**src/spimc_pkg.sv**
```systemverilog
`default_nettype none
package spimc_pkg;
	// bus widths
	localparam int ADDR_W = 8;
	localparam int DATA_W = 32;
	// register byte offsets
	localparam logic [7:0] OFF_CTL1 = 8'h00;
	localparam logic [7:0] OFF_CTL2 = 8'h04;
	localparam logic [7:0] OFF_BAUD = 8'h08;
	localparam logic [7:0] OFF_STAT = 8'h0c;
	localparam logic [7:0] OFF_DATA = 8'h10;
	localparam logic [7:0] OFF_EVT  = 8'h14;
	localparam logic [7:0] OFF_MASK = 8'h18;
	// control one fields
	localparam int C1_RXIE  = 7;
	localparam int C1_EN    = 6;
	localparam int C1_TXIE  = 5;
	localparam int C1_MSTR  = 4;
	localparam int C1_SELECT_OUTPUT_ENABLE  = 1;
	localparam int C1_SWIRE = 0;
	// control two fields
	localparam int C2_FDEN = 4;
	localparam int C2_DIR  = 3;
	// status fields
	localparam int ST_RXF  = 7;
	localparam int ST_TXE  = 5;
	localparam int ST_MODE_FAULT_FLAG = 4;
	// event and mask fields
	localparam int EV_W    = 3;
	localparam int EV_RX   = 0;
	localparam int EV_MODE_FAULT_FLAG = 1;
	localparam int EV_TXE  = 2;
	// shift engine counts
	localparam logic [2:0] LAST_BIT = 3'h7;
	localparam logic [2:0] CNT_ONE  = 3'h1;
	localparam logic [7:0] DIV_ONE  = 8'h01;
	// register select codes
	typedef enum logic [2:0] {
		SEL_NONE,
		SEL_CTL1,
		SEL_CTL2,
		SEL_BAUD,
		SEL_STAT,
		SEL_DATA,
		SEL_EVT,
		SEL_MASK
	} spimc_sel_t;
	// serial clock phases
	typedef enum logic [1:0] {
		PH_IDLE,
		PH_LOW,
		PH_HIGH
	} spimc_phase_t;
endpackage
`default_nettype wire

```
**src/spimc_top.sv**
```systemverilog
// Function
// - disabled: all four pins released
// - clock pin input as slave, output as master
// - master two-wire: drive mosi, sample miso
// - slave two-wire: sample mosi, drive miso
// - master single-wire: mosi direction follows direction bit
// - slave single-wire: miso direction follows direction bit
// - single-wire: unused data pin released
// - slave: select pin is active-low input
// - master without fault detect: select released
// - master fault detect: fault input or select output
// - deep stop: module reset, inactive
// - light stop: state held, resumes
// - bit 7 enables receive/fault interrupt
// - disable flushes buffers, receive flag, engine; mode fault flag and events held
// - bit 5 enables transmit-empty interrupt
// - five byte-wide software registers
//
// Decided for this implementation: the placing of the registers and register access over APB.
`timescale 1ns/100ps
`default_nettype none
module spimc_top (
	input  wire logic                            pclk,
	input  wire logic                            presetn,
	input  wire logic                            ce,
	input  wire logic                            stop_light,
	input  wire logic                            stop_deep,
	input  wire logic                            psel,
	input  wire logic                            penable,
	input  wire logic                            pwrite,
	input  wire logic [spimc_pkg::ADDR_W-1:0]    paddr,
	input  wire logic [spimc_pkg::DATA_W-1:0]    pwdata,
	output var  logic [spimc_pkg::DATA_W-1:0]    prdata,
	output var  logic                            pready,
	output var  logic                            pslverr,
	output var  logic                            irq,
	input  wire logic                            serial_clock_pin_in,
	output var  logic                            serial_clock_pin_out,
	output var  logic                            serial_clock_pin_oe,
	input  wire logic                            mosi_pin_in,
	output var  logic                            mosi_pin_out,
	output var  logic                            mosi_pin_oe,
	input  wire logic                            miso_pin_in,
	output var  logic                            miso_pin_out,
	output var  logic                            miso_pin_oe,
	input  wire logic                            select_n_pin_in,
	output var  logic                            select_n_pin_out,
	output var  logic                            select_n_pin_oe,
	output var  logic                            serial_clock_claim,
	output var  logic                            mosi_claim,
	output var  logic                            miso_claim,
	output var  logic                            select_claim
);

	////////////////////////////////////////////////////////////////////////////////
	// state

	typedef struct packed {
		logic [7:0]                   ctl1;
		logic [7:0]                   ctl2;
		logic [7:0]                   baud;
		logic                         rxf;
		logic                         mode_fault_flag;
		logic                         tx_full;
		logic [7:0]                   txbuf;
		logic [7:0]                   rxbuf;
		logic [7:0]                   shreg;
		logic [2:0]                   bitcnt;
		logic [7:0]                   divcnt;
		spimc_pkg::spimc_phase_t      phase;
		logic                         out_bit;
		logic [spimc_pkg::EV_W-1:0]   evt;
		logic [spimc_pkg::EV_W-1:0]   mask;
		logic                         sclk_s1;
		logic                         sclk_s2;
		logic                         sclk_s3;
		logic                         mosi_s1;
		logic                         mosi_s2;
		logic                         miso_s1;
		logic                         miso_s2;
		logic                         ss_s1;
		logic                         ss_s2;
		logic                         pready;
		logic                         pslverr;
		logic [spimc_pkg::DATA_W-1:0] prdata;
		logic                         irq;
		logic                         sclk_out;
		logic                         sclk_oe;
		logic                         mosi_out;
		logic                         mosi_oe;
		logic                         miso_out;
		logic                         miso_oe;
		logic                         ss_out;
		logic                         ss_oe;
		logic                         sclk_claim;
		logic                         mosi_claim;
		logic                         miso_claim;
		logic                         ss_claim;
	} spimc_state_t;

	spimc_state_t s_reg;
	spimc_state_t s_next;

	////////////////////////////////////////////////////////////////////////////////
	// decode helpers

	function automatic spimc_pkg::spimc_sel_t spimc_decode(
		input logic [spimc_pkg::ADDR_W-1:0] addr
	);
		spimc_pkg::spimc_sel_t sel;
		sel = spimc_pkg::SEL_NONE;
		if (addr == spimc_pkg::OFF_CTL1)
			sel = spimc_pkg::SEL_CTL1;
		else if (addr == spimc_pkg::OFF_CTL2)
			sel = spimc_pkg::SEL_CTL2;
		else if (addr == spimc_pkg::OFF_BAUD)
			sel = spimc_pkg::SEL_BAUD;
		else if (addr == spimc_pkg::OFF_STAT)
			sel = spimc_pkg::SEL_STAT;
		else if (addr == spimc_pkg::OFF_DATA)
			sel = spimc_pkg::SEL_DATA;
		else if (addr == spimc_pkg::OFF_EVT)
			sel = spimc_pkg::SEL_EVT;
		else if (addr == spimc_pkg::OFF_MASK)
			sel = spimc_pkg::SEL_MASK;
		return sel;
	endfunction

	function automatic logic [7:0] spimc_status(input spimc_state_t st);
		logic [7:0] v;
		v = 8'h00;
		v[spimc_pkg::ST_RXF]  = st.rxf;
		v[spimc_pkg::ST_TXE]  = !st.tx_full;
		v[spimc_pkg::ST_MODE_FAULT_FLAG] = st.mode_fault_flag;
		return v;
	endfunction

	////////////////////////////////////////////////////////////////////////////////
	// next state

	spimc_pkg::spimc_sel_t sel;
	logic                  setup;
	logic                  done;
	logic                  en;
	logic                  master;
	logic                  swire;
	logic                  dir;
	logic                  fden;
	logic                  select_output_enable;
	logic                  rise;
	logic                  fall;
	logic                  din;
	logic [7:0]            rd_byte;

	always_comb
	begin
		s_next  = s_reg;
		sel     = spimc_decode(paddr);
		setup   = psel && !penable;
		done    = psel && penable && s_reg.pready;
		en      = s_reg.ctl1[spimc_pkg::C1_EN];
		master  = s_reg.ctl1[spimc_pkg::C1_MSTR];
		swire   = s_reg.ctl1[spimc_pkg::C1_SWIRE];
		select_output_enable    = s_reg.ctl1[spimc_pkg::C1_SELECT_OUTPUT_ENABLE];
		dir     = s_reg.ctl2[spimc_pkg::C2_DIR];
		fden    = s_reg.ctl2[spimc_pkg::C2_FDEN];
		rise    = s_reg.sclk_s2 && !s_reg.sclk_s3;
		fall    = !s_reg.sclk_s2 && s_reg.sclk_s3;
		din     = (master ^ swire) ? s_reg.miso_s2 : s_reg.mosi_s2;
		rd_byte = 8'h00;
		if (!ce)
			s_next = s_reg;
		else if (stop_deep)
			s_next = '0;
		else if (stop_light)
			s_next = s_reg;
		else
		begin
			// pin synchronisers
			s_next.sclk_s1 = serial_clock_pin_in;
			s_next.sclk_s2 = s_reg.sclk_s1;
			s_next.sclk_s3 = s_reg.sclk_s2;
			s_next.mosi_s1 = mosi_pin_in;
			s_next.mosi_s2 = s_reg.mosi_s1;
			s_next.miso_s1 = miso_pin_in;
			s_next.miso_s2 = s_reg.miso_s1;
			s_next.ss_s1   = select_n_pin_in;
			s_next.ss_s2   = s_reg.ss_s1;

			// read and CTL1-write side effects, cleared before events so a set wins
			if (done && !pwrite && sel == spimc_pkg::SEL_DATA)
				s_next.rxf = 1'b0;
			if (done && !pwrite && sel == spimc_pkg::SEL_EVT)
				s_next.evt = '0;
			if (done && pwrite && sel == spimc_pkg::SEL_CTL1)
				s_next.mode_fault_flag = 1'b0;

			// shift engine
			if (!en)
			begin
				s_next.rxf     = 1'b0;
				s_next.tx_full = 1'b0;
				s_next.txbuf   = 8'h00;
				s_next.rxbuf   = 8'h00;
				s_next.shreg   = 8'h00;
				s_next.bitcnt  = 3'h0;
				s_next.divcnt  = 8'h00;
				s_next.phase   = spimc_pkg::PH_IDLE;
				s_next.out_bit = 1'b0;
			end
			else if (master)
			begin
				if (fden && !select_output_enable && !s_reg.ss_s2)
				begin
					s_next.mode_fault_flag                   = 1'b1;
					s_next.evt[spimc_pkg::EV_MODE_FAULT_FLAG] = 1'b1;
					s_next.phase                  = spimc_pkg::PH_IDLE;
				end
				else
				begin
					case (s_reg.phase)
						spimc_pkg::PH_IDLE:
							if (s_reg.tx_full)
							begin
								s_next.shreg                  = s_reg.txbuf;
								s_next.out_bit                = s_reg.txbuf[7];
								s_next.tx_full                = 1'b0;
								s_next.evt[spimc_pkg::EV_TXE] = 1'b1;
								s_next.bitcnt                 = 3'h0;
								s_next.divcnt                 = 8'h00;
								s_next.phase                  = spimc_pkg::PH_LOW;
							end
						spimc_pkg::PH_LOW:
							if (s_reg.divcnt == s_reg.baud)
							begin
								s_next.divcnt = 8'h00;
								s_next.shreg  = {s_reg.shreg[6:0], din};
								s_next.phase  = spimc_pkg::PH_HIGH;
							end
							else
								s_next.divcnt = s_reg.divcnt + spimc_pkg::DIV_ONE;
						spimc_pkg::PH_HIGH:
							if (s_reg.divcnt == s_reg.baud)
							begin
								s_next.divcnt = 8'h00;
								s_next.bitcnt = s_reg.bitcnt + spimc_pkg::CNT_ONE;
								if (s_reg.bitcnt == spimc_pkg::LAST_BIT)
								begin
									s_next.rxbuf                 = s_reg.shreg;
									s_next.rxf                   = 1'b1;
									s_next.evt[spimc_pkg::EV_RX] = 1'b1;
									s_next.phase                 = spimc_pkg::PH_IDLE;
								end
								else
								begin
									s_next.out_bit = s_reg.shreg[7];
									s_next.phase   = spimc_pkg::PH_LOW;
								end
							end
							else
								s_next.divcnt = s_reg.divcnt + spimc_pkg::DIV_ONE;
						default:
							s_next.phase = spimc_pkg::PH_IDLE;
					endcase
				end
			end
			else if (s_reg.ss_s2)
			begin
				s_next.phase  = spimc_pkg::PH_IDLE;
				s_next.bitcnt = 3'h0;
			end
			else if (s_reg.phase == spimc_pkg::PH_IDLE)
			begin
				s_next.shreg   = s_reg.tx_full ? s_reg.txbuf : 8'h00;
				s_next.out_bit = s_reg.tx_full && s_reg.txbuf[7];
				if (s_reg.tx_full)
					s_next.evt[spimc_pkg::EV_TXE] = 1'b1;
				s_next.tx_full = 1'b0;
				s_next.phase   = spimc_pkg::PH_LOW;
			end
			else
			begin
				if (rise)
				begin
					s_next.shreg  = {s_reg.shreg[6:0], din};
					s_next.bitcnt = s_reg.bitcnt + spimc_pkg::CNT_ONE;
					if (s_reg.bitcnt == spimc_pkg::LAST_BIT)
					begin
						s_next.rxbuf                 = {s_reg.shreg[6:0], din};
						s_next.rxf                   = 1'b1;
						s_next.evt[spimc_pkg::EV_RX] = 1'b1;
						s_next.phase                 = spimc_pkg::PH_IDLE;
					end
				end
				if (fall)
					s_next.out_bit = s_reg.shreg[7];
			end

			// register writes
			if (done && pwrite)
			begin
				if (sel == spimc_pkg::SEL_CTL1)
					s_next.ctl1 = pwdata[7:0];
				else if (sel == spimc_pkg::SEL_CTL2)
					s_next.ctl2 = pwdata[7:0];
				else if (sel == spimc_pkg::SEL_BAUD)
					s_next.baud = pwdata[7:0];
				else if (sel == spimc_pkg::SEL_DATA && en)
				begin
					s_next.txbuf   = pwdata[7:0];
					s_next.tx_full = 1'b1;
				end
				else if (sel == spimc_pkg::SEL_MASK)
					s_next.mask = pwdata[spimc_pkg::EV_W-1:0];
			end

			// apb answer, one wait-free access phase
			if (sel == spimc_pkg::SEL_CTL1)
				rd_byte = s_reg.ctl1;
			else if (sel == spimc_pkg::SEL_CTL2)
				rd_byte = s_reg.ctl2;
			else if (sel == spimc_pkg::SEL_BAUD)
				rd_byte = s_reg.baud;
			else if (sel == spimc_pkg::SEL_STAT)
				rd_byte = spimc_status(s_reg);
			else if (sel == spimc_pkg::SEL_DATA)
				rd_byte = s_reg.rxbuf;
			else if (sel == spimc_pkg::SEL_EVT)
				rd_byte = {5'h00, s_reg.evt};
			else if (sel == spimc_pkg::SEL_MASK)
				rd_byte = {5'h00, s_reg.mask};
			s_next.pready  = setup;
			s_next.pslverr = setup && sel == spimc_pkg::SEL_NONE;
			s_next.prdata  = (setup && !pwrite) ? {24'h000000, rd_byte} : '0;

			// pin roles
			s_next.sclk_claim = en;
			s_next.mosi_claim = en && (master || !swire);
			s_next.miso_claim = en && (!master || !swire);
			s_next.ss_claim   = en && (!master || fden);
			s_next.sclk_oe    = en && master;
			s_next.sclk_out   = en && master && s_next.phase == spimc_pkg::PH_HIGH;
			s_next.mosi_oe    = en && master && (!swire || dir);
			s_next.mosi_out   = s_next.mosi_oe && s_next.out_bit;
			s_next.miso_oe    = en && !master && (swire ? dir : !s_reg.ss_s2);
			s_next.miso_out   = s_next.miso_oe && s_next.out_bit;
			s_next.ss_oe      = en && master && fden && select_output_enable;
			s_next.ss_out     = s_next.ss_oe && s_next.phase == spimc_pkg::PH_IDLE;

			// interrupt level
			s_next.irq = (s_next.ctl1[spimc_pkg::C1_RXIE] && (s_next.rxf || s_next.mode_fault_flag))
				|| (s_next.ctl1[spimc_pkg::C1_TXIE] && !s_next.tx_full)
				|| (|(s_next.evt & s_next.mask));
		end
	end

	always_ff @(posedge pclk or negedge presetn)
	begin
		if (!presetn)
			s_reg <= '0;
		else
			s_reg <= s_next;
	end

	////////////////////////////////////////////////////////////////////////////////
	// outputs

	assign prdata               = s_reg.prdata;
	assign pready               = s_reg.pready;
	assign pslverr              = s_reg.pslverr;
	assign irq                  = s_reg.irq;
	assign serial_clock_pin_out = s_reg.sclk_out;
	assign serial_clock_pin_oe  = s_reg.sclk_oe;
	assign mosi_pin_out         = s_reg.mosi_out;
	assign mosi_pin_oe          = s_reg.mosi_oe;
	assign miso_pin_out         = s_reg.miso_out;
	assign miso_pin_oe          = s_reg.miso_oe;
	assign select_n_pin_out     = s_reg.ss_out;
	assign select_n_pin_oe      = s_reg.ss_oe;
	assign serial_clock_claim   = s_reg.sclk_claim;
	assign mosi_claim           = s_reg.mosi_claim;
	assign miso_claim           = s_reg.miso_claim;
	assign select_claim         = s_reg.ss_claim;

	////////////////////////////////////////////////////////////////////////////////
	// checks

	logic run;
	assign run = ce && !stop_light && !stop_deep;
endmodule
`default_nettype wire

```
**config.mk**
```make
export PLATFORM = sky130hd
export DESIGN_NAME = spimc_top
export DESIGN_NICKNAME = d
export VERILOG_FILES = /design/src/spimc_pkg.sv /design/src/spimc_top.sv
export SDC_FILE = /design/constraint.sdc
export NUM_CORES = 1
export LEC_CHECK = 0
export BUFFER_PORTS_ARGS = -buffer_cell sky130_fd_sc_hd__buf_2
export CORE_UTILIZATION = 35
export CTS_BUF_LIST = sky130_fd_sc_hd__clkbuf_16
export DETAILED_ROUTE_END_ITERATION = 16
export PLACE_DENSITY = 0.62
export REMOVE_ABC_BUFFERS = 1
export SETUP_SLACK_MARGIN = 0.1
export SKIP_CTS_REPAIR_TIMING = 1
export SYNTH_ARGS = -nofsm -noshare
export SYNTH_HDL_FRONTEND = slang
export SYNTH_SLANG_ARGS = --single-unit
```
**constraint.sdc**
```tcl
create_clock -name pclk -period 4.98 [get_ports pclk]
set_clock_uncertainty 0.1 [all_clocks]
set_input_delay 0.249 -clock pclk [delete_from_list [all_inputs] [get_ports pclk]]
set_output_delay 0.249 -clock pclk [all_outputs]
set_load 0.005 [all_outputs]
```
# Yosys cells after proc, flatten, opt, wreduce, memory -nomap -nowiden

Index checks and enable logic that the tools add are counted.

Flip-flop bits (word level): 127
Latch bits: 0
Memory bits (writable): 0
ROM bits: 0
Input bits: 52
Output and inout bits: 47
Logic and storage cells: 280
Memories kept: 0

Add/subtract/negate cells: 2
Multiply operators: 0
Div/mod/pow operators: 0
Magnitude comparators: 0
Eq/ne operators: 44
Shift operators: 0
Multiplexer cells: 129
Bitwise operators: 2
Reduce and logical (&&, ||, !) cells: 62

Operators with widths:

| cell                 | count |
|---|---|
| $mux W127            | 2 |
| $mux W8              | 21 |
| $mux W30             | 4 |
| $mux W24             | 4 |
| $mux W3              | 28 |
| $mux W9              | 8 |
| $mux W1              | 43 |
| $mux W19             | 2 |
| $mux W16             | 2 |
| $pmux W8 S2          | 2 |
| $logic_and A1 B1 Y1  | 31 |
| $mux W27             | 1 |
| $eq A8 B5 Y1 const B | 3 |
| $ne A6 B6 Y1 const B | 4 |
| $mux W23             | 1 |
| $ne A5 B4 Y1 const B | 4 |
| $ne A5 B5 Y1 const B | 4 |
| $ne A6 B4 Y1 const B | 3 |
| $eq A8 B4 Y1 const B | 2 |
| $reduce_and A8 Y1    | 2 |
| $eq A3 B3 Y1 const B | 5 |
| $mux W2              | 7 |
| $ne A3 B1 Y1 const B | 4 |
| $reduce_and A6 Y1    | 2 |
| other kinds (30)     | 50 |

# Depth between registers and ports, before layout

Gate-level depths: netlist of the first run.

Depth after elaboration: 26
Mapped depth: 9
Mapped depth without buffers: 8

# Least setup slack after synthesis of the first run

No wires, ideal clock.

Path kind: register to register
From: reg s_reg[68] (netlist bit)
To: reg s_reg[76] (netlist bit)
Setup time: 0.125 ns
Data arrival time: 2.300 ns
Data required time: 4.755 ns
Slack: 2.455 ns
Stages on the path, launching flop included: 8
Path buffers: 1
Clock period less this slack: 2.525 ns
Path through: dfrtp_1 -> xnor2_1 -> nand4_1 -> or2_1 -> buf_2 -> a2111o_1 -> a221oi_4 -> mux2_2

Longest elaborated chain between the ends: 3

RTL lines:

| item                               | RTL line         | text |
|---|---|---|
| start: declaration                 | spimc_top.sv:101 | `spimc_state_t s_reg;` |
| start signal: assignment           | spimc_top.sv:362 | `s_reg <= s_next;` |
| $eq A8 B8 Y1                       | spimc_top.sv:234 | `if (s_reg.divcnt == s_reg.baud)` |
| $ne A6 B6 Y1 (no source line)      | --               |  |
| $reduce_and A8 Y1 (no source line) | --               |  |

No other way between the ends.
A chain may end at the register's enable or synchronous reset.

# Worst setup path in the final report of the first run

From: reg s_reg (netlist bit master)
To: reg s_reg[85] (netlist bit)

Longest elaborated chain between the ends: 7
Elaborated cells between the ends (all ways): 14
Those cells by class: 6 x eq/ne; 7 x mux; 1 x reduce/logical

RTL lines:

| item      | RTL line         | text |
|---|---|---|
| $mux W19  | spimc_top.sv:211 | `else if (master)` |
| $mux W30  | spimc_top.sv:199 | `if (!en)` |
| $mux W30  | spimc_top.sv:175 | `else if (stop_light)` |
| $mux W30  | spimc_top.sv:173 | `else if (stop_deep)` |
| $mux W30  | spimc_top.sv:171 | `if (!ce)` |
| $mux W127 | spimc_top.sv:175 |  |
| $mux W127 | spimc_top.sv:173 |  |

Parallel ways exist; a longest one is shown, timed or not. The select of a mux whose other input is x is not followed.

==> flow_summary.ini, run 1 <==
[global_route]
grt.overflow.total = 0
grtUsageTotal_pct = 18.8
antenna_found_initial = 0
grt_pass1_vias = 4670
grt_max_degree = 54
grt_pass1_wl_mm = 25.4

[logic_synthesis]
synthSimpleGateAreaFrac_pct = 15.5
synth-compound-area-share_pct = 18.6
synthMuxAreaShare_pct = 11.3
ys_seq_area_share_pct = 43.9
synth-main-ff-cell = dfrtp_1
synthArstFlopShare_pct = 100
synth_top_area_cell = dfrtp_1
yosysWarnings = 0
synth_area_um2 = 5870
syn_inst = 595
synth_edf_count = 0
yosys.area_share.xor_xnor_pct = 1.64
ys_types = 66
netlist_top_cells_area = dfrtp_1, mux2_2, a22o_1
syn_area_per_cell_um2 = 9.86
synth_top_area_share_pct = 43.9
synth-seq-cells = 103
synth-adder-area-share_pct = 1.92
synth_top_family_by_area = compound AO/OA/AOI/OAI gates

[finish]
drive_above_1_share_pct = 17.0
fin_area_um2 = 6420
n_antenna_cell = 0
num-nets-final = 680
areaGrowthSynthToFinish_pct = 9.49
largest_reg_flops = 76

[power_and_ir_drop]
powerDensity_nw_per_um2 = 255
leakage_nw = 2.96
p_clk_share_pct = 41.2
power.switching_mw = 0.385
ir_drop_mv = 0.151
combPwrFrac_pct = 7.0
internal-power_mw = 1.25
swShare_pct = 23.5
sequentialPowerShare_pct = 51.8

[die]
die_y_um = 131
dieArea_um2 = 17300
core_um2 = 16100
io_pins = 99
num_rows = 46
start_util_pct = 36.4
die_w_um = 131

[detailed_routing]
ant_nets = 0
first_iter_violations = 453
viasPerCell = 5.60
routed_wl_mm = 15.8
routedWlPerCell_um = 18.9
dr_total_vias = 4694
firstDrtPassIters = 5
drc = 0

[setup_path]
cp-start-kind = register
endpoint_kind = register
r2r_slack_ns = 1.86
worst-path-max-fanout = 26
crit_arrival_ns = 3.25
crit_required_ns = 5.12
worstSetupPathType = reg2reg

[timing]
finalMaxSlewViolations = 0
clock.fmax_mhz = 321
setup_tns_ns = 0
rsz0062_at_grt = no
hold_viol = 0
fin_crit_ns = 3.12
min_period_over_period_pct = 62.6
worstMarginPinSlew_ns = 1.14
setup_viol = 0
whs_ns = 0.0150
max_slew_margin_pct = 23.7

[clocking]
cts_tree = built
clk_latency_ns = 0.35
cts.sinks = 103
cts_htree_levels = 3
clkSlewWorstSetupHoldPaths_ns = 0.06
cts_buffers = 9
cts_root_buf = clkbuf_16
cts_max_path_buffers = 2

[run_status]
status = complete, no violations

[min_path]
hold_path.class = in2reg

[placed_design]
gp_congestion = 0.907
dpl_cell_area_um2 = 6140
io_buffers = 50
post-dp-hpwl_mm = 11.6

[run]
max_cap_viol_count = 0
-- power by group through the flow --
| stage | logic (mW) | registers [mW] | clock network (mW) |
|---|---|---|---|
| 2_1_floorplan | 0.0505 | 0.862 | 0 |
| 3_3_place_gp | 0.112 | 0.863 | 0 |
| 3_5_place_dp | 0.114 | 0.863 | 0 |
| 4_1_cts | 0.114 | 0.847 | 0.686 |
| 5_1_grt | 0.126 | 0.848 | 0.722 |
| 6_report | 0.114 | 0.847 | 0.674 |
-- cell usage after synthesis, types with 6 or more instances --
master    number
a21oi_1       15
mux2_2        34
o22ai_1        8
dfrtp_1      103
o21ai_0       33
nor2b_1        6
and3_1        13
xnor2_1       11
clkbuf_1      24
inv_1         15
mux2i_1       28
buf_4         32
nor4_1         6
a211oi_1       6
a22o_1        35
nand2_1       56
a22oi_1       11
nand2b_1       7
ha_1           9
nand4_1       10
nor2_1        46
nor3_1        12
-- final cells by class --
class | count | area [um2]
clock buffers | 9 | 225
clock inverters | 5 | 45.0
fillers | 1601 | 9690
well taps | 216 | 270
repair buffers | 53 | 278
multi-input cells | 437 | 2970
inverters | 15 | 56.3
flip-flops and latches | 103 | 2580
-- worst max-delay path, cell delays in order (launching register included) --
cell	delay, ns
dfrtp_1	1.01
nand2_1	0.30
nor2_1	0.63
a21oi_1	0.11
o211ai_2	0.45
mux2_2	0.39
-- path summary, 6_finish.rpt --
path | from | end | depth (start not counted)
min in group asynchronous | presetn | s_reg[54] | 2
worst min register to register | serial_clock_claim | serial_clock_claim | 2
worst min-delay path | serial_clock_pin_in | s_reg[55] | 2
worst max register to register | master | s_reg[85] | 5
max in group asynchronous | presetn | s_reg[126] | 3
worst max-delay path | master | s_reg[85] | 5
-- cells by family (layout without fill, tap and decap cells) --
kind of cell	after synthesis	count (layout)
AO/OA/AOI/OAI	151	151
buffers and inverters	78	82
other	1	24
multiplexers	62	62
XOR/XNOR	11	11
adder cells (fa/ha/maj)	9	9
flip-flops	103	103
AND/OR/NAND/NOR	180	180
-- metal layers --
metal / routed length (um) / part of all wire [%] / vias up / GRT usage [%]
met3: 883 / 5.6 / 30 / 4.78
met5: 0 / 0 / - / 0
met2: 7270 / 46 / 177 / 29.2
met1: 7310 / 46 / 2314 / 25.3
li1: - / - / 2173 / -
met4: 359 / 2.3 / 0 / 6.65
-- through the flow --
stage                     worst slack, ns  util (%)  total power [mW]  instances
after floorplan                      2.44         -             0.912        555
after global placement               1.96      38.1             0.975        823
final                                1.86      39.9              1.64        838
after CTS                            1.91      39.8              1.65        837
after detailed placement             1.91      38.1             0.977        823
after global routing                 1.65      39.9              1.70        838
-- placed cells by master, fill, tap and decap left out, types with 3 or more instances in the layout --
master     instances
nor2b_1            6
a22oi_1           11
nor4_1             6
nand2_1           56
nor2_1            46
buf_2             49
inv_1             18
mux2_2            34
dfrtp_1          103
ha_1               9
a22o_1            35
xnor2_1           11
a211oi_1           6
a31oi_1            4
nand4_1           10
o22ai_1            8
o21ai_0           33
nand3_1            4
buf_4              3
o21ai_1            3
mux2i_1           28
nor3_1            12
a21oi_1           15
and3_1            13
conb_1            24
clkbuf_16          9
o221ai_1           3
nand3b_1           3
a32o_1             4
a21o_1             3
nand2b_1           7
Note: power is estimated with default switching activity, not from simulation.
==> run 2, diff against run 1 <==
--- a/config.mk
+++ b/config.mk
@@ -5,11 +5,12 @@
 export SDC_FILE = /design/constraint.sdc
 export NUM_CORES = 1
 export LEC_CHECK = 0
+export ABC_AREA = 1
 export BUFFER_PORTS_ARGS = -buffer_cell sky130_fd_sc_hd__buf_2
 export CORE_UTILIZATION = 35
 export CTS_BUF_LIST = sky130_fd_sc_hd__clkbuf_16
 export DETAILED_ROUTE_END_ITERATION = 16
-export PLACE_DENSITY = 0.62
+export PLACE_DENSITY = 0.64
 export REMOVE_ABC_BUFFERS = 1
 export SETUP_SLACK_MARGIN = 0.1
 export SKIP_CTS_REPAIR_TIMING = 1
==> constraint.sdc (replaced) <==
create_clock -name pclk -period 2.6 [get_ports pclk]
set_clock_uncertainty 0.1 [all_clocks]
set_input_delay 0.13 -clock pclk [delete_from_list [all_inputs] [get_ports pclk]]
set_output_delay 0.13 -clock pclk [all_outputs]
set_load 0.005 [all_outputs]
==> run 2 against run 1 <==
Via count rose by 15%. Final area rose by 5.3%. Synthesized cell count rose by 30%. First-iteration DRC count rose by 7.5%. Sequential power rose by 91%. Hold slack got worse by 0.012 ns. Non-clock buffer count rose by 27. Count of clock-buffer cells in the layout did not move. Clock power rose by 110%. Sequential share of layout area fell by 2.0 points. Critical path type unchanged. Largest power group unchanged.
==> flow_summary.ini, run 2 <==
[run_status]
status = complete, no violations

[detailed_routing]
first_iter_violations = 487
ant_nets = 0
routedWlPerCell_um = 15.7
viasPerCell = 5.11
drc = 0
routed_wl_mm = 16.6
firstDrtPassIters = 5
dr_total_vias = 5401

[logic_synthesis]
synthMuxAreaShare_pct = 0.169
ys_types = 38
synth-adder-area-share_pct = 1.90
synth_area_um2 = 5920
synth_most_common_cell = nand2_1
synthArstFlopShare_pct = 100
synth_top_area_share_pct = 43.5
ys_seq_area_share_pct = 43.5
synth-seq-cells = 103
syn_area_per_cell_um2 = 7.66
synth-main-ff-cell = dfrtp_1
syn_inst = 773
netlist_top_cells_area = dfrtp_1, nand2_1, o21ai_0
synth_commonest_cells = nand2_1, dfrtp_1, inv_1
yosysWarnings = 0
synth_top_area_cell = dfrtp_1
synth_edf_count = 0
synth-compound-area-share_pct = 20.4
yosys.area_share.xor_xnor_pct = 0.887
synthSimpleGateAreaFrac_pct = 22.2
synth_top_family_by_area = simple AND/OR/NAND/NOR gates

[setup_path]
r2r_slack_ns = 0.43
crit_arrival_ns = 2.35
cp-start-kind = register
reg2reg_depth = 9
endpoint_kind = register
worst-path-max-fanout = 14
worstSetupPathType = reg2reg
reg2reg_from = en
crit_start = en
crit_required_ns = 2.78

[finish]
final_cell_mix = nand2_1, dfrtp_1, inv_1
areaGrowthSynthToFinish_pct = 14.2
num-nets-final = 894
final_common_cell = nand2_1
fillers = 1713
finalNonFillerCells = 1057
largest_reg_flops = 76
drive_above_1_share_pct = 14.2
n_antenna_cell = 0
multiInputGateArea_um2 = 2790
seq_area_um2 = 2580

[power_and_ir_drop]
leakage_nw = 3.18
ir_drop_mv = 0.339
powerDensity_nw_per_um2 = 486

[run]
max_cap_viol_count = 0

[clocking]
clkSlewWorstSetupHoldPaths_ns = 0.07
cts.sinks = 103
cts_tree = built
cts_htree_levels = 3
cts_root_buf = clkbuf_16
cts_buffers = 9
clk_latency_ns = 0.36
cts_max_path_buffers = 2

[placed_design]
dp.cells = 1035
post-dp-hpwl_mm = 12.4
io_buffers = 50
gp_congestion = 0.939

[global_route]
antenna_found_initial = 0
grt_max_degree = 56
grt_pass1_vias = 5076
grt_pass1_wl_mm = 27.3
grtUsageTotal_pct = 20.2
grt.overflow.total = 0

[die]
die_y_um = 132
die_w_um = 132
start_util_pct = 35.8
core_um2 = 16500
num_rows = 47
dieArea_um2 = 17400
io_pins = 99

[timing]
clock.fmax_mhz = 462
min_period_over_period_pct = 83.3
setup_tns_ns = 0
hold_viol = 0
whs_ns = 0.00286
finalMaxSlewViolations = 0
fin_crit_ns = 2.17
rsz0062_at_grt = no
max_slew_margin_pct = 19.2
worstMarginPinSlew_ns = 1.20
setup_viol = 0

[min_path]
min_path_cells = 3
hp-start = pwdata[6]
hold_path.class = in2reg
[run 2: cell count changes in the layout (fill, tap and decap cells not counted), sizes merged, moves of 21 or more]
cell    previous run  this run
a22o              35         5
buf               52        73
inv               18        82
mux2              34         0
mux2i             28         1
nand2             56       213
nand3              4        30
o211ai             3        24
o21ai             37       112
[run 2: cells by family (layout without fill, tap and decap cells)]
| family | after synthesis | in the layout |
|---|---|---|
| xor+xnor | 6 | 6 |
| mux | 1 | 1 |
| compound gates | 209 | 209 |
| simple gates | 307 | 307 |
| flops | 103 | 103 |
| other cells | 1 | 24 |
| fa+ha+maj | 9 | 9 |
| buf+inv | 137 | 178 |
[run 2: final timing paths]
kind	end
min in group asynchronous	irq
max reg2reg	s_reg[80]
min	s_reg[98]
max	s_reg[80]
max in group asynchronous	s_reg[73]
min reg2reg	prdata[2]
[run 2: per-layer routing]
metal / vias to the layer above / part of all wire, % / GRT usage [%]
li1: 2650 / - / -
met5: - / 0 / 0
met3: 24 / 6.2 / 4.81
met2: 164 / 44 / 30.7
met1: 2563 / 48 / 28.3
met4: 0 / 2.1 / 6.52
[run 2: worst max-delay path, stage by stage, from the launching register on]
cell,delay (ns)
dfrtp_1,0.73
nand2_2,0.25
nor2_1,0.26
a21oi_1,0.16
o211ai_1,0.12
nor2_1,0.07
nand2_2,0.08
buf_4,0.18
nand2_1,0.07
o21ai_1,0.08
[run 2: cell type report]
| cell class | instances | area share, % |
|---|---|---|
| multi-input cells | 556 | 41.2 |
| clock inverters | 6 | 1.13 |
| well taps | 220 | 4.07 |
| clock buffers | 9 | 3.33 |
| flip-flops and latches | 103 | 38.1 |
| repair buffers | 80 | 7.51 |
| inverters | 83 | 4.61 |
[run 2: stage by stage]
step	total power [mW]	setup WS [ns]	utilization [%]	cell area [um2]
detailed placement	1.89	0.452	38.7	6390
global route	3.41	0.251	40.9	6760
floorplan	1.76	0.221	-	5680
global placement	1.89	0.431	38.7	6390
CTS	3.32	0.448	40.5	6690
finish	3.29	0.434	40.9	6760
[run 2: where the power goes]
part	switching, mW	internal (mW)	leakage, nW
logic	0.175	0.0653	1.60
registers	0.00821	1.61	1.43
clock network	0.597	0.827	0.148
total	0.780	2.51	3.18
==> run 3, diff against run 2 <==
==> constraint.sdc (replaced) <==
create_clock -name pclk -period 1.75 [get_ports pclk]
set_clock_uncertainty 0.1 [all_clocks]
set_input_delay 0.0875 -clock pclk [delete_from_list [all_inputs] [get_ports pclk]]
set_output_delay 0.0875 -clock pclk [all_outputs]
set_load 0.005 [all_outputs]
==> run 3 against run 2 <==
The flow now finishes with violations (negative hold slack, negative setup slack). Sequential power increased by 49%. Global-route usage increased by 0.91 points. Core utilization rose by 8.4 points. Wire length up 11%. Cell count rose by 9.6%. Sequential share of layout area shrank 6.5 points. Count of clock-buffer cells in the layout is the same. Combinational power rose by 130%. First-iteration DRC count is 5.7% lower. Hold slack worse by 0.0064 ns. Power increased by 56%. Clock power rose by 54%. Largest cell class unchanged.
==> flow_summary.ini, run 3 (synthesis gave the netlist of run 2 again) <==
[placed_design]
io_buffers = 50
dpl_cell_area_um2 = 7040
gp_congestion = 0.938
dp.cells = 1115
post-dp-hpwl_mm = 13.4

[power_and_ir_drop]
internal-power_mw = 3.85
total_power_mw = 5.14
sequentialPowerShare_pct = 46.9
ir_drop_mv = 0.632
powerDensity_nw_per_um2 = 630
swShare_pct = 25.1
power.switching_mw = 1.29
p_clk_share_pct = 42.5
leakage_nw = 3.87
combPwrFrac_pct = 10.6

[timing]
setup_viol = 30
rsz0062_at_grt = yes
whs_ns = -0.00356
finalMaxSlewViolations = 0
hold_viol = 1
setup_ws_ns = -0.102
fin_crit_ns = 1.85
clock.fmax_mhz = 540
min_period_over_period_pct = 106

[die]
start_util_pct = 35.8
io_pins = 99
core_um2 = 16500
die_y_um = 132
dieArea_um2 = 17400
num_rows = 47
die_w_um = 132

[finish]
largest_reg_flops = 76
final_common_cell = nand2_1
num-nets-final = 996
seq_area_um2 = 2580
areaGrowthSynthToFinish_pct = 37.7
drive_above_1_share_pct = 33.7
multiInputGateArea_um2 = 3270
fillers = 1601
final_cell_mix = nand2_1, buf_4, dfrtp_1
n_antenna_cell = 0
fin_area_um2 = 8160
finalNonFillerCells = 1159

[detailed_routing]
routedWlPerCell_um = 15.9
firstDrtPassIters = 5
viasPerCell = 5.13
dr_total_vias = 5950
routed_wl_mm = 18.5
drc = 0
first_iter_violations = 459
ant_nets = 0

[global_route]
grtUsageTotal_pct = 21.1
grt.overflow.total = 0
grt_max_degree = 63
antenna_found_initial = 0
grt_pass1_vias = 5312
grt_pass1_wl_mm = 28.6

[clocking]
cts_tree = built
cts_max_path_buffers = 2
cts_buffers = 9
clk_latency_ns = 0.36
cts.sinks = 103
cts_htree_levels = 3
clkSlewWorstSetupHoldPaths_ns = 0.07
cts_root_buf = clkbuf_16

[setup_path]
max_stage_delay_ns = 0.41
crit_top_cell = nand2_1
cp_slowest_cell = dfrtp_1
cp_cell_sequence = xnor2_1, nand2_1, nor2_4, nand2_4, buf_8, o31ai_4, nand2_1, nand2_2, nand2_2, nand2_1, nand2_1
worst-path-max-fanout = 5
crit_arrival_ns = 2.00
crit_required_ns = 1.90
cp-start-kind = register
worstSetupPathType = reg2reg
endpoint_kind = register

[run_status]
status = finished, violations left
violations = negative hold slack, negative setup slack

[run]
max_cap_viol_count = 0

[min_path]
hold_path.class = in2reg
## run 3: per-stage QoR
stage | worst slack, ns | TNS [ns] | util [%]
2_1_floorplan | -0.586 | -17.16 | -
3_3_place_gp | -0.189 | -3.56 | 42.6
3_5_place_dp | -0.205 | -4.48 | 42.6
4_1_cts | -0.239 | -5.39 | 44.5
5_1_grt | -0.214 | -4.99 | 49.4
6_report | -0.102 | -1.21 | 49.4
## run 3: cell type report
class / instances / share of cell area, %
Multi-Input combinational cell: 556 / 40.1
Sequential cell: 103 / 31.6
Timing Repair Buffer: 182 / 17.2
Inverter: 83 / 3.94
Tap cell: 220 / 3.38
Clock buffer: 9 / 2.76
Clock inverter: 6 / 1.03
## run 3: worst max-delay path: cells and delay by family, from the launching register on
kind / cells / cell delay [ns]
xor gates and xnor gates: 1 / 0.16
DFF: 1 / 0.41
buffers and inverters: 1 / 0.15
AOI/OAI and AO/OA: 1 / 0.17
and+or+nand+nor: 8 / 0.75
## run 3: layer usage
layer  wire (um)  global-route usage (%)  share of wire [%]
met1        8330                    29.9                 45
met2        8640                    32.5                 47
met3        1160                    4.61                6.3
met4         358                    5.81                1.9
met5           0                       0                  0
## run 3: power by group through the flow
stage               clock (mW)  sequential (mW)  combinational [mW]
floorplan                    0             2.46               0.157
global placement             0             2.46               0.404
global route              2.30             2.41               0.590
CTS                       2.22             2.41               0.408
detailed placement           0             2.46               0.406
finish                    2.18             2.41               0.545
## run 3: worst paths after layout
check                      slack (ns)                to  cells past startpoint      start
setup / recovery                -0.10  select_n_pin_out                     11  s_reg[67]
hold reg to reg                  0.37         prdata[1]                      2  prdata[1]
hold / removal                 -0.004            pready                      3    penable
min in group asynchronous        0.14            pready                      3    presetn
setup reg to reg                -0.10  select_n_pin_out                     11  s_reg[67]
max in group asynchronous        1.05                en                      3    presetn
